==> config.mk <==
export PLATFORM = sky130hd
export DESIGN_NAME = fcd_decoder
export DESIGN_NICKNAME = d
export VERILOG_FILES = /design/src/pkg/fcd_pkg.sv /design/src/design/fcd_decoder.sv
export SDC_FILE = /design/constraint.sdc
export NUM_CORES = 1
export LEC_CHECK = 0
export BUFFER_PORTS_ARGS = -buffer_cell sky130_fd_sc_hd__buf_2
export CORE_ASPECT_RATIO = 1.5
export CORE_MARGIN = 3
export CORE_UTILIZATION = 40
export CTS_BUF_LIST = sky130_fd_sc_hd__clkbuf_8
export CTS_CLUSTER_DIAMETER = 50
export DETAILED_ROUTE_END_ITERATION = 6
export SLEW_MARGIN = 20
export SYNTH_ARGS = -nofsm -noshare
export SYNTH_HDL_FRONTEND = slang
export SYNTH_SLANG_ARGS = --single-unit
==> constraint.sdc <==
create_clock -name sys_clk -period 6.8 [get_ports sys_clk]
set_input_delay 1.36 -clock sys_clk [delete_from_list [all_inputs] [get_ports sys_clk]]
set_output_delay 1.36 -clock sys_clk [all_outputs]
set_load 0.02 [all_outputs]
==> src/pkg/fcd_pkg.sv <==
// Constants, types and command codes for the flash command decoder.
// Assumes bus writes arrive already synchronised to sys_clk as one-cycle strobes.
// Function
// Accept single-cycle and setup/confirm two-cycle commands
// Reads between setup and confirm keep setup
// Stray write mid-command aborts, sets bits 7,5,4
// 0060h/0003h loads read config from address
// 0060h/0004h loads extended config from address
// 00C0h arms one-time area write next cycle
// 0050h clears error bits, keeps device bits
// 00FFh sets addressed partition to array read
// 0070h sets addressed partition to status read
// 0090h sets addressed partition to identifier read
// 0098h sets addressed partition to query read
// 0041h arms word program, then status read
// 00E9h/00D0h buffered program, then status read
// 0080h/00D0h factory program, then status read
// 0020h/00D0h erases block at confirm, status read
// 0060h then 0001h lock, 00D0h unlock, 002Fh down
// 00B0h suspends; bit 6 erase, bit 2 program
// 00D0h resumes; nested program resumes first
// 00BCh/00D0h blank check, then status read
// Capture on first rising write or enable edge
// Clear status also selects status read there
// Bits 5 and 4 mean sequence error; sticky
// Each partition holds mode until changed or reset
// Bad confirm code is a sequence error
`default_nettype none
package fcd_pkg;

  localparam int DATA_W = 16;
  localparam int ADDR_W = 24;
  localparam int PART_W = 3;
  localparam int PART_LSB = 21;

  localparam logic [15:0] CMD_RCR_CONF = 16'h0003;
  localparam logic [15:0] CMD_ECR_CONF = 16'h0004;
  localparam logic [15:0] CMD_LOCK_CONF = 16'h0001;
  localparam logic [15:0] CMD_DOWN_CONF = 16'h002F;
  localparam logic [15:0] CMD_CONFIRM = 16'h00D0;
  localparam logic [15:0] CMD_CFG_SETUP = 16'h0060;
  localparam logic [15:0] CMD_OTP = 16'h00C0;
  localparam logic [15:0] CMD_CLR_STAT = 16'h0050;
  localparam logic [15:0] CMD_RD_ARRAY = 16'h00FF;
  localparam logic [15:0] CMD_RD_STAT = 16'h0070;
  localparam logic [15:0] CMD_RD_ID = 16'h0090;
  localparam logic [15:0] CMD_RD_QRY = 16'h0098;
  localparam logic [15:0] CMD_WORD_PGM = 16'h0041;
  localparam logic [15:0] CMD_BUF_PGM = 16'h00E9;
  localparam logic [15:0] CMD_FACT_PGM = 16'h0080;
  localparam logic [15:0] CMD_ERASE = 16'h0020;
  localparam logic [15:0] CMD_SUSPEND = 16'h00B0;
  localparam logic [15:0] CMD_BLANK = 16'h00BC;

  // Status word bit positions, error mask and reset values
  localparam int ST_READY = 7;
  localparam int ST_ERS_SUSP = 6;
  localparam int ST_ERS_ERR = 5;
  localparam int ST_PGM_ERR = 4;
  localparam int ST_VPP_ERR = 3;
  localparam int ST_PGM_SUSP = 2;
  localparam int ST_LOCK_ERR = 1;
  localparam logic [15:0] ST_ERR_MASK = 16'h033A;
  localparam logic [15:0] ST_RESET = 16'h0080;
  localparam logic [15:0] RCR_RESET = 16'hBFCF;
  localparam logic [15:0] ECR_RESET = 16'h0000;

  typedef enum logic [1:0] {
    FCD_RD_ARRAY = 2'b00,
    FCD_RD_STAT = 2'b01,
    FCD_RD_ID = 2'b10,
    FCD_RD_QRY = 2'b11
  } fcd_mode_e;

  typedef enum logic [2:0] {
    FCD_IDLE = 3'b000,
    FCD_CFG = 3'b001,
    FCD_ERS = 3'b010,
    FCD_BUF = 3'b011,
    FCD_FACT = 3'b100,
    FCD_BLANK = 3'b101,
    FCD_WORD = 3'b110,
    FCD_OTP = 3'b111
  } fcd_state_e;

  typedef enum logic [3:0] {
    FCD_OP_NONE = 4'h0,
    FCD_OP_WORD = 4'h1,
    FCD_OP_BUF = 4'h2,
    FCD_OP_FACT = 4'h3,
    FCD_OP_ERASE = 4'h4,
    FCD_OP_BLANK = 4'h5,
    FCD_OP_LOCK = 4'h6,
    FCD_OP_UNLOCK = 4'h7,
    FCD_OP_DOWN = 4'h8,
    FCD_OP_OTP = 4'h9,
    FCD_OP_SUSP = 4'hA,
    FCD_OP_RES_PGM = 4'hB,
    FCD_OP_RES_ERS = 4'hC
  } fcd_op_e;

  // One launch toward the array engine
  typedef struct packed {
    logic valid;
    fcd_op_e op;
    logic [ADDR_W-1:0] addr;
    logic [DATA_W-1:0] data;
  } fcd_launch_s;

endpackage : fcd_pkg
`default_nettype wire

==> src/design/fcd_decoder.sv <==
// Command decoder of a partitioned flash: interprets bus writes, keeps read
// modes, configuration words and the status word, and launches operations.
// Assumes write pins are synchronous to sys_clk; the array engine reports
// busy, program or erase activity and error events through the engine inputs.
`timescale 1ns/1ps
`default_nettype none
module fcd_decoder #(
  parameter int PARTS = 8
) (
  // Clock and reset
  input wire logic sys_clk,
  input wire logic rst,
  // Bus pins
  input wire logic ce_n,
  input wire logic we_n,
  input wire logic oe_n,
  input wire logic address_valid_n,
  input wire logic [fcd_pkg::ADDR_W-1:0] addr,
  input wire logic [fcd_pkg::DATA_W-1:0] wdata,
  // Array engine side
  input wire logic eng_busy,
  input wire logic eng_pgm_active,
  input wire logic eng_ers_active,
  input wire logic [fcd_pkg::DATA_W-1:0] eng_err,
  // Outputs
  output var fcd_pkg::fcd_launch_s launch,
  output logic [fcd_pkg::DATA_W-1:0] status_word,
  output logic [fcd_pkg::DATA_W-1:0] rcr,
  output logic [fcd_pkg::DATA_W-1:0] ecr,
  output logic [2*PARTS-1:0] part_mode
);

  logic wr_prev_r;
  logic wr_prev_nxt;
  logic wr_evt;
  logic [fcd_pkg::ADDR_W-1:0] cap_addr_r;
  logic [fcd_pkg::DATA_W-1:0] cap_data_r;
  logic [fcd_pkg::ADDR_W-1:0] cap_addr_nxt;
  logic [fcd_pkg::DATA_W-1:0] cap_data_nxt;
  fcd_pkg::fcd_state_e state_r;
  fcd_pkg::fcd_state_e state_nxt;
  fcd_pkg::fcd_launch_s launch_r;
  fcd_pkg::fcd_launch_s launch_nxt;
  logic [fcd_pkg::DATA_W-1:0] stat_r;
  logic [fcd_pkg::DATA_W-1:0] stat_nxt;
  logic [fcd_pkg::DATA_W-1:0] rcr_r;
  logic [fcd_pkg::DATA_W-1:0] rcr_nxt;
  logic [fcd_pkg::DATA_W-1:0] ecr_r;
  logic [fcd_pkg::DATA_W-1:0] ecr_nxt;
  logic ers_susp_r;
  logic ers_susp_nxt;
  logic pgm_susp_r;
  logic pgm_susp_nxt;
  logic seq_err;
  logic clr_err;
  logic mode_wr;
  fcd_pkg::fcd_mode_e mode_val;
  logic [fcd_pkg::PART_W-1:0] tgt_part;
  logic [2*PARTS-1:0] mode_r;
  logic [2*PARTS-1:0] mode_nxt;
  logic wr_low;
  logic cap_edge;

  // Write window is CE and WE low with OE high; its end is the capture edge
  assign wr_low = !ce_n && !we_n && oe_n;
  assign cap_edge = wr_prev_r && !wr_low;

  // Capture of address and data while the write window is open
  always_comb begin
    wr_prev_nxt = wr_low;
    cap_addr_nxt = cap_addr_r;
    cap_data_nxt = cap_data_r;
    if (wr_low) begin
      cap_addr_nxt = addr;
      cap_data_nxt = wdata;
    end
  end

  always_ff @(posedge sys_clk or posedge rst) begin
    if (rst) begin
      wr_prev_r <= 1'b0;
      cap_addr_r <= '0;
      cap_data_r <= '0;
    end else begin
      wr_prev_r <= wr_prev_nxt;
      cap_addr_r <= cap_addr_nxt;
      cap_data_r <= cap_data_nxt;
    end
  end

  assign wr_evt = cap_edge;
  assign tgt_part = cap_addr_r[fcd_pkg::PART_LSB +: fcd_pkg::PART_W];

  // Command interpreter: setup, confirm and data cycles
  always_comb begin
    state_nxt = state_r;
    launch_nxt = '0;
    launch_nxt.addr = cap_addr_r;
    launch_nxt.data = cap_data_r;
    rcr_nxt = rcr_r;
    ecr_nxt = ecr_r;
    ers_susp_nxt = ers_susp_r;
    pgm_susp_nxt = pgm_susp_r;
    seq_err = 1'b0;
    clr_err = 1'b0;
    mode_wr = 1'b0;
    mode_val = fcd_pkg::FCD_RD_ARRAY;
    // Reads never reach here, so a pending setup survives them
    if (wr_evt) begin
      case (state_r)
        fcd_pkg::FCD_IDLE: begin
          case (cap_data_r)
            fcd_pkg::CMD_CFG_SETUP: state_nxt = fcd_pkg::FCD_CFG;
            fcd_pkg::CMD_ERASE: state_nxt = fcd_pkg::FCD_ERS;
            fcd_pkg::CMD_BUF_PGM: state_nxt = fcd_pkg::FCD_BUF;
            fcd_pkg::CMD_FACT_PGM: state_nxt = fcd_pkg::FCD_FACT;
            fcd_pkg::CMD_BLANK: state_nxt = fcd_pkg::FCD_BLANK;
            fcd_pkg::CMD_WORD_PGM: state_nxt = fcd_pkg::FCD_WORD;
            fcd_pkg::CMD_OTP: state_nxt = fcd_pkg::FCD_OTP;
            fcd_pkg::CMD_CLR_STAT: begin
              clr_err = 1'b1;
              mode_wr = 1'b1;
              mode_val = fcd_pkg::FCD_RD_STAT;
            end
            fcd_pkg::CMD_RD_ARRAY: begin
              mode_wr = 1'b1;
              mode_val = fcd_pkg::FCD_RD_ARRAY;
            end
            fcd_pkg::CMD_RD_STAT: begin
              mode_wr = 1'b1;
              mode_val = fcd_pkg::FCD_RD_STAT;
            end
            fcd_pkg::CMD_RD_ID: begin
              mode_wr = 1'b1;
              mode_val = fcd_pkg::FCD_RD_ID;
            end
            fcd_pkg::CMD_RD_QRY: begin
              mode_wr = 1'b1;
              mode_val = fcd_pkg::FCD_RD_QRY;
            end
            fcd_pkg::CMD_SUSPEND: begin
              if (eng_busy && (eng_pgm_active || eng_ers_active)) begin
                launch_nxt.valid = 1'b1;
                launch_nxt.op = fcd_pkg::FCD_OP_SUSP;
                if (eng_pgm_active) begin
                  pgm_susp_nxt = 1'b1;
                end else begin
                  ers_susp_nxt = 1'b1;
                end
              end
            end
            fcd_pkg::CMD_CONFIRM: begin
              // Nested program suspend resumes before the erase
              if (pgm_susp_r) begin
                pgm_susp_nxt = 1'b0;
                launch_nxt.valid = 1'b1;
                launch_nxt.op = fcd_pkg::FCD_OP_RES_PGM;
              end else if (ers_susp_r) begin
                ers_susp_nxt = 1'b0;
                launch_nxt.valid = 1'b1;
                launch_nxt.op = fcd_pkg::FCD_OP_RES_ERS;
              end
            end
            default: ;
          endcase
        end
        fcd_pkg::FCD_CFG: begin
          state_nxt = fcd_pkg::FCD_IDLE;
          launch_nxt.valid = 1'b1;
          case (cap_data_r)
            fcd_pkg::CMD_RCR_CONF: begin
              launch_nxt.valid = 1'b0;
              rcr_nxt = cap_addr_r[fcd_pkg::DATA_W-1:0];
            end
            fcd_pkg::CMD_ECR_CONF: begin
              launch_nxt.valid = 1'b0;
              ecr_nxt = cap_addr_r[fcd_pkg::DATA_W-1:0];
            end
            fcd_pkg::CMD_LOCK_CONF: launch_nxt.op = fcd_pkg::FCD_OP_LOCK;
            fcd_pkg::CMD_CONFIRM: launch_nxt.op = fcd_pkg::FCD_OP_UNLOCK;
            fcd_pkg::CMD_DOWN_CONF: launch_nxt.op = fcd_pkg::FCD_OP_DOWN;
            default: begin
              launch_nxt.valid = 1'b0;
              seq_err = 1'b1;
            end
          endcase
        end
        fcd_pkg::FCD_ERS, fcd_pkg::FCD_BUF, fcd_pkg::FCD_FACT, fcd_pkg::FCD_BLANK: begin
          state_nxt = fcd_pkg::FCD_IDLE;
          if (cap_data_r == fcd_pkg::CMD_CONFIRM) begin
            launch_nxt.valid = 1'b1;
            mode_wr = 1'b1;
            mode_val = fcd_pkg::FCD_RD_STAT;
            case (state_r)
              fcd_pkg::FCD_ERS: launch_nxt.op = fcd_pkg::FCD_OP_ERASE;
              fcd_pkg::FCD_BUF: launch_nxt.op = fcd_pkg::FCD_OP_BUF;
              fcd_pkg::FCD_FACT: launch_nxt.op = fcd_pkg::FCD_OP_FACT;
              default: launch_nxt.op = fcd_pkg::FCD_OP_BLANK;
            endcase
          end else begin
            seq_err = 1'b1;
          end
        end
        fcd_pkg::FCD_WORD: begin
          state_nxt = fcd_pkg::FCD_IDLE;
          launch_nxt.valid = 1'b1;
          launch_nxt.op = fcd_pkg::FCD_OP_WORD;
          mode_wr = 1'b1;
          mode_val = fcd_pkg::FCD_RD_STAT;
        end
        fcd_pkg::FCD_OTP: begin
          state_nxt = fcd_pkg::FCD_IDLE;
          launch_nxt.valid = 1'b1;
          launch_nxt.op = fcd_pkg::FCD_OP_OTP;
        end
        default: state_nxt = fcd_pkg::FCD_IDLE;
      endcase
    end
  end

  // Status word: ready follows engine busy or a sequence error, suspend bits the suspend flags, error bits are sticky
  always_comb begin
    stat_nxt = stat_r | (eng_err & fcd_pkg::ST_ERR_MASK);
    if (clr_err) begin
      // An engine error arriving with the clear still lands: set wins
      stat_nxt = (stat_r & ~fcd_pkg::ST_ERR_MASK) | (eng_err & fcd_pkg::ST_ERR_MASK);
    end
    if (seq_err) begin
      stat_nxt[fcd_pkg::ST_ERS_ERR] = 1'b1;
      stat_nxt[fcd_pkg::ST_PGM_ERR] = 1'b1;
    end
    stat_nxt[fcd_pkg::ST_READY] = !eng_busy || seq_err;
    stat_nxt[fcd_pkg::ST_ERS_SUSP] = ers_susp_nxt;
    stat_nxt[fcd_pkg::ST_PGM_SUSP] = pgm_susp_nxt;
  end

  // Per-partition read mode, one entry per partition
  genvar gp;
  generate
    for (gp = 0; gp < PARTS; gp++) begin : g_part
      always_comb begin
        mode_nxt[2*gp +: 2] = mode_r[2*gp +: 2];
        if (mode_wr && (tgt_part == fcd_pkg::PART_W'(gp))) begin
          mode_nxt[2*gp +: 2] = mode_val;
        end
      end
    end
  endgenerate

  always_ff @(posedge sys_clk or posedge rst) begin
    if (rst) begin
      state_r <= fcd_pkg::FCD_IDLE;
      launch_r <= '0;
      stat_r <= fcd_pkg::ST_RESET;
      rcr_r <= fcd_pkg::RCR_RESET;
      ecr_r <= fcd_pkg::ECR_RESET;
      ers_susp_r <= 1'b0;
      pgm_susp_r <= 1'b0;
      mode_r <= '0;
    end else begin
      state_r <= state_nxt;
      launch_r <= launch_nxt;
      stat_r <= stat_nxt;
      rcr_r <= rcr_nxt;
      ecr_r <= ecr_nxt;
      ers_susp_r <= ers_susp_nxt;
      pgm_susp_r <= pgm_susp_nxt;
      mode_r <= mode_nxt;
    end
  end

  assign launch = launch_r;
  assign status_word = stat_r;
  assign rcr = rcr_r;
  assign ecr = ecr_r;
  assign part_mode = mode_r;

endmodule : fcd_decoder
`default_nettype wire

==> results.md <==
* TritonCTS clock tree: done
* Outcome: complete, no violations
* Bufs and invs on worst path at 1
* Share of synthesized flip-flops with an asynchronous set or reset at 100%
* Placed inst area at 6700 sq um
* Hpwl dp at 9210 um
* Ports at 174
* Max-cap viol count at 0
* Most used DFF post-synth: dfrtp_1
* Post-Place Setup Slack at 3330 ps
* Synth cell types at 51
* Sequential share of the synthesized area at 62.9%
* Vias in the first global route at 4,061
* Fin Setup TNS at 0 ps
* DRT Pass-1 Iters at 4
* Leakage dissipation at 3.39 nW
* Clock Path Buffers at 2
* Grt total ovfl at 0
* Post-CTS Hold Buffers at 0
* Part of the power in combinational logic at 12.3%
* Cell count after synthesis at 418
* DRC viols at 0
* Post-synthesis cell type with the largest combined area: dfrtp_1
* First-pass GRT wire length at 21,000 um
* Clk pwr share at 33.7%
* CP delay by family, top: simple AND/OR/NAND/NOR gates
* Post-Synth XOR/XNOR Area at 0.300%
* Slew margin rel. at 40.3%
* Post-synth EDFFs at 0
* Area contributors post-synth: dfrtp_1 57%, mux2_2 17%, dfstp_2 6.3%
* Critical Path End Type: flop
* Vias/cell at 4.98
* Wire per inst at 16.6 um
* Initial antenna violation count at 0
* VDD IR max at 0.119 mV
* Worst Setup Slack, final at 3780 ps
* Final setup viols at 0
* Row count at 53
* CP peak stage delay at 800 ps
* RSZ-0062 raised after global routing: false
* HP Class: reg -> reg
* Total track usage at 16.5%
* Critical-path cell list: buf_2, nand2b_1, o21ai_1, nor4_2, and3_1, mux2_2
* ANT nets after route at 0
* Internal power at 0.00136 W
* Most common library cells after synthesis: 132 x dfrtp_1, 86 x mux2_2, 19 x o21ai_0
* CP Launch Type: primary input
* RePlAce Congestion at 0.889
* Minimum clock period at 3020 ps
* Routed wire length at 12,800 um
* Area grow syn2layout at 21.4%
* Largest net degree at the start of global routing at 92
* Port Buffer Count at 155
* Post-synthesis compound-gate area fraction at 6.19%
* Width of the die at 105 um
* Layout cell share with drive strength beyond 1 at 52.4%
* Fillers at 1,261
* Post-Synth Simple-Gate Area at 9.82%
* Antenna cell count at 0
* Crit share post-route at 44.4%
* H-Tree Depth at 4
* Cell with the most instances after synthesis: dfrtp_1
* Arrival time at the worst endpoint at 3320 ps
* Fmax at 332 MHz
* Worst-Margin Slew at 895 ps
* Nets@finish at 634
* Syn avg cell area at 14.0 sq um
* Iter 0 DRT Violations at 170
* Die H at 154 um
* Crit Path Max Fanout at 16
* Clock sinks at 146
* Clock transition at path regs at 90 ps
* Synth Area in Adders at 0%
* Post-synthesis mux area share at 17.0%
* Cell Area, Synth at 5840 sq um
* Max Slew Vio Count at 0
* Cts repair resizes at 0
* Die area at 16,100 sq um
* Post-CTS Setup Bufs at 0
* Core footprint at 14,100 sq um
* Power density over the cells at 272 nW/um^2
* Share of the synthesized area in the top cell type at 56.6%
* Net switching power at 0.000569 W
* Synthesized flop and latch total at 146
* Via count at 3,855
* Setup CP Type: in -> reg
* Largest family of logic cells by synthesized area: multiplexers
* Final hold violation count at 0
* Root buffer cell: clkbuf_8
* Design Area, Final at 7090 sq um
* Post-Route Skew at 12.9 ps
* YS warnings at 0
* CTS Buf Count at 17
* Sequential Power Share at 54.0%
* WP data required at 7110 ps
* Worst-Skew Late Latency at 430 ps
* Initial Utilization at 41.3%
* Sw frac at 29.6%
* CP max-delay cell: and3_1
## through the flow
| stage | hold slack [ps] | util, % | instances | total power, W |
|---|---|---|---|---|
| 3_5_place_dp | 362 | 47.4 | 742 | 0.00130 |
| 4_1_cts | 380 | 50.1 | 774 | 0.00196 |
| 2_1_floorplan | 349 | - | 424 | 0.00120 |
| 5_1_grt | 391 | 50.2 | 774 | 0.00204 |
| 3_3_place_gp | 353 | 47.4 | 742 | 0.00129 |
| 6_report | 379 | 50.2 | 774 | 0.00192 |
## routing by layer
layer | track usage, % | routed length, um | share of wire (%)
met2 | 28.9 | 6850 | 53
met1 | 18.8 | 5080 | 40
met5 | 0 | 0 | 0
met4 | 6.50 | 207 | 1.6
met3 | 4.91 | 707 | 5.5
## path summary, 6_finish.rpt
check                                           start                          to  slack, ps  cells past startpoint
setup / recovery                                 ce_n         rcr[14]$_DFFE_PP0P_       3780                      6
hold / removal             cap_addr_r[19]$_DFFE_PP0P_        launch[35]$_DFF_PP0_        380                      0
setup reg to reg           cap_data_r[10]$_DFFE_PP0P_         rcr[14]$_DFFE_PP0P_       3900                      5
hold reg to reg            cap_addr_r[19]$_DFFE_PP0P_        launch[35]$_DFF_PP0_        380                      0
max in group asynchronous                         rst  cap_data_r[12]$_DFFE_PP0P_       4690                      3
min in group asynchronous                         rst         ecr[10]$_DFFE_PP0P_        970                      2
## worst register-to-register path, cell delays in order, from the launching register on
cell	delay (ps)
dfrtp_1	430
nor4_4	600
nand4_1	300
nor4_2	250
and3_1	800
mux2_2	420
## cells by family after synthesis
group	after synthesis
XOR/XNOR	2
flip-flops	146
other	1
AND/OR/NAND/NOR	90
multiplexers	88
buffers and inverters	35
AO/OA/AOI/OAI	56
## state kept, by name, summed over array words and instances, names as in the netlist
signal,flops
cap_addr_r,24
cap_data_r,16
ecr,16
launch,45
part_mode,16
rcr,16
state_r,3
status_word,9
wr_prev_r,1
## power by group through the flow
stage	Sequential, W	Combinational (W)	Clock [W]
floorplan	0.00108	0.000123	0
global placement	0.00105	0.000236	0
detailed placement	0.00106	0.000240	0
CTS	0.00104	0.000241	0.000679
global route	0.00106	0.000256	0.000724
finish	0.00104	0.000237	0.000648
## final cells by class
cell class | count | area, sq um | area share [%]
clock inverters | 15 | 149 | 2.10
inverters | 3 | 16.3 | 0.230
flip-flops and latches | 146 | 3670 | 51.8
clock buffers | 17 | 234 | 3.30
well taps | 192 | 240 | 3.39
repair buffers | 158 | 802 | 11.3
multi-input cells | 243 | 1970 | 27.9
## placed cells by master, fill, tap and decap left out, types with 2 or more instances in the layout
cell type   instances
buf_2             155
nor4b_1             5
inv_1               2
mux2_2             86
and4b_1             2
nor2_1             14
a211oi_1            2
a21oi_1            13
nor3b_1             4
nand4_1             9
nand3_1             5
mux2_1              2
nor4_4              2
or4_1               2
inv_8               3
a211o_1             2
nand2_1            14
o31ai_1             3
dfrtp_1           132
and4_1              2
nor3_1              6
xor2_1              2
o211ai_1            2
nand4b_1            3
nand2b_1            5
buf_4               2
inv_6               5
nor4_1              4
nand3b_1            3
clkinv_4            2
clkinv_2            2
clkbuf_8           17
nor2b_1             3
o21ai_0            19
conb_1              7
nor4_2              2
o21a_1              2
dfstp_2            14
a21o_2              4
clkinvlp_4          3
Power figures use the tool's default switching activity.
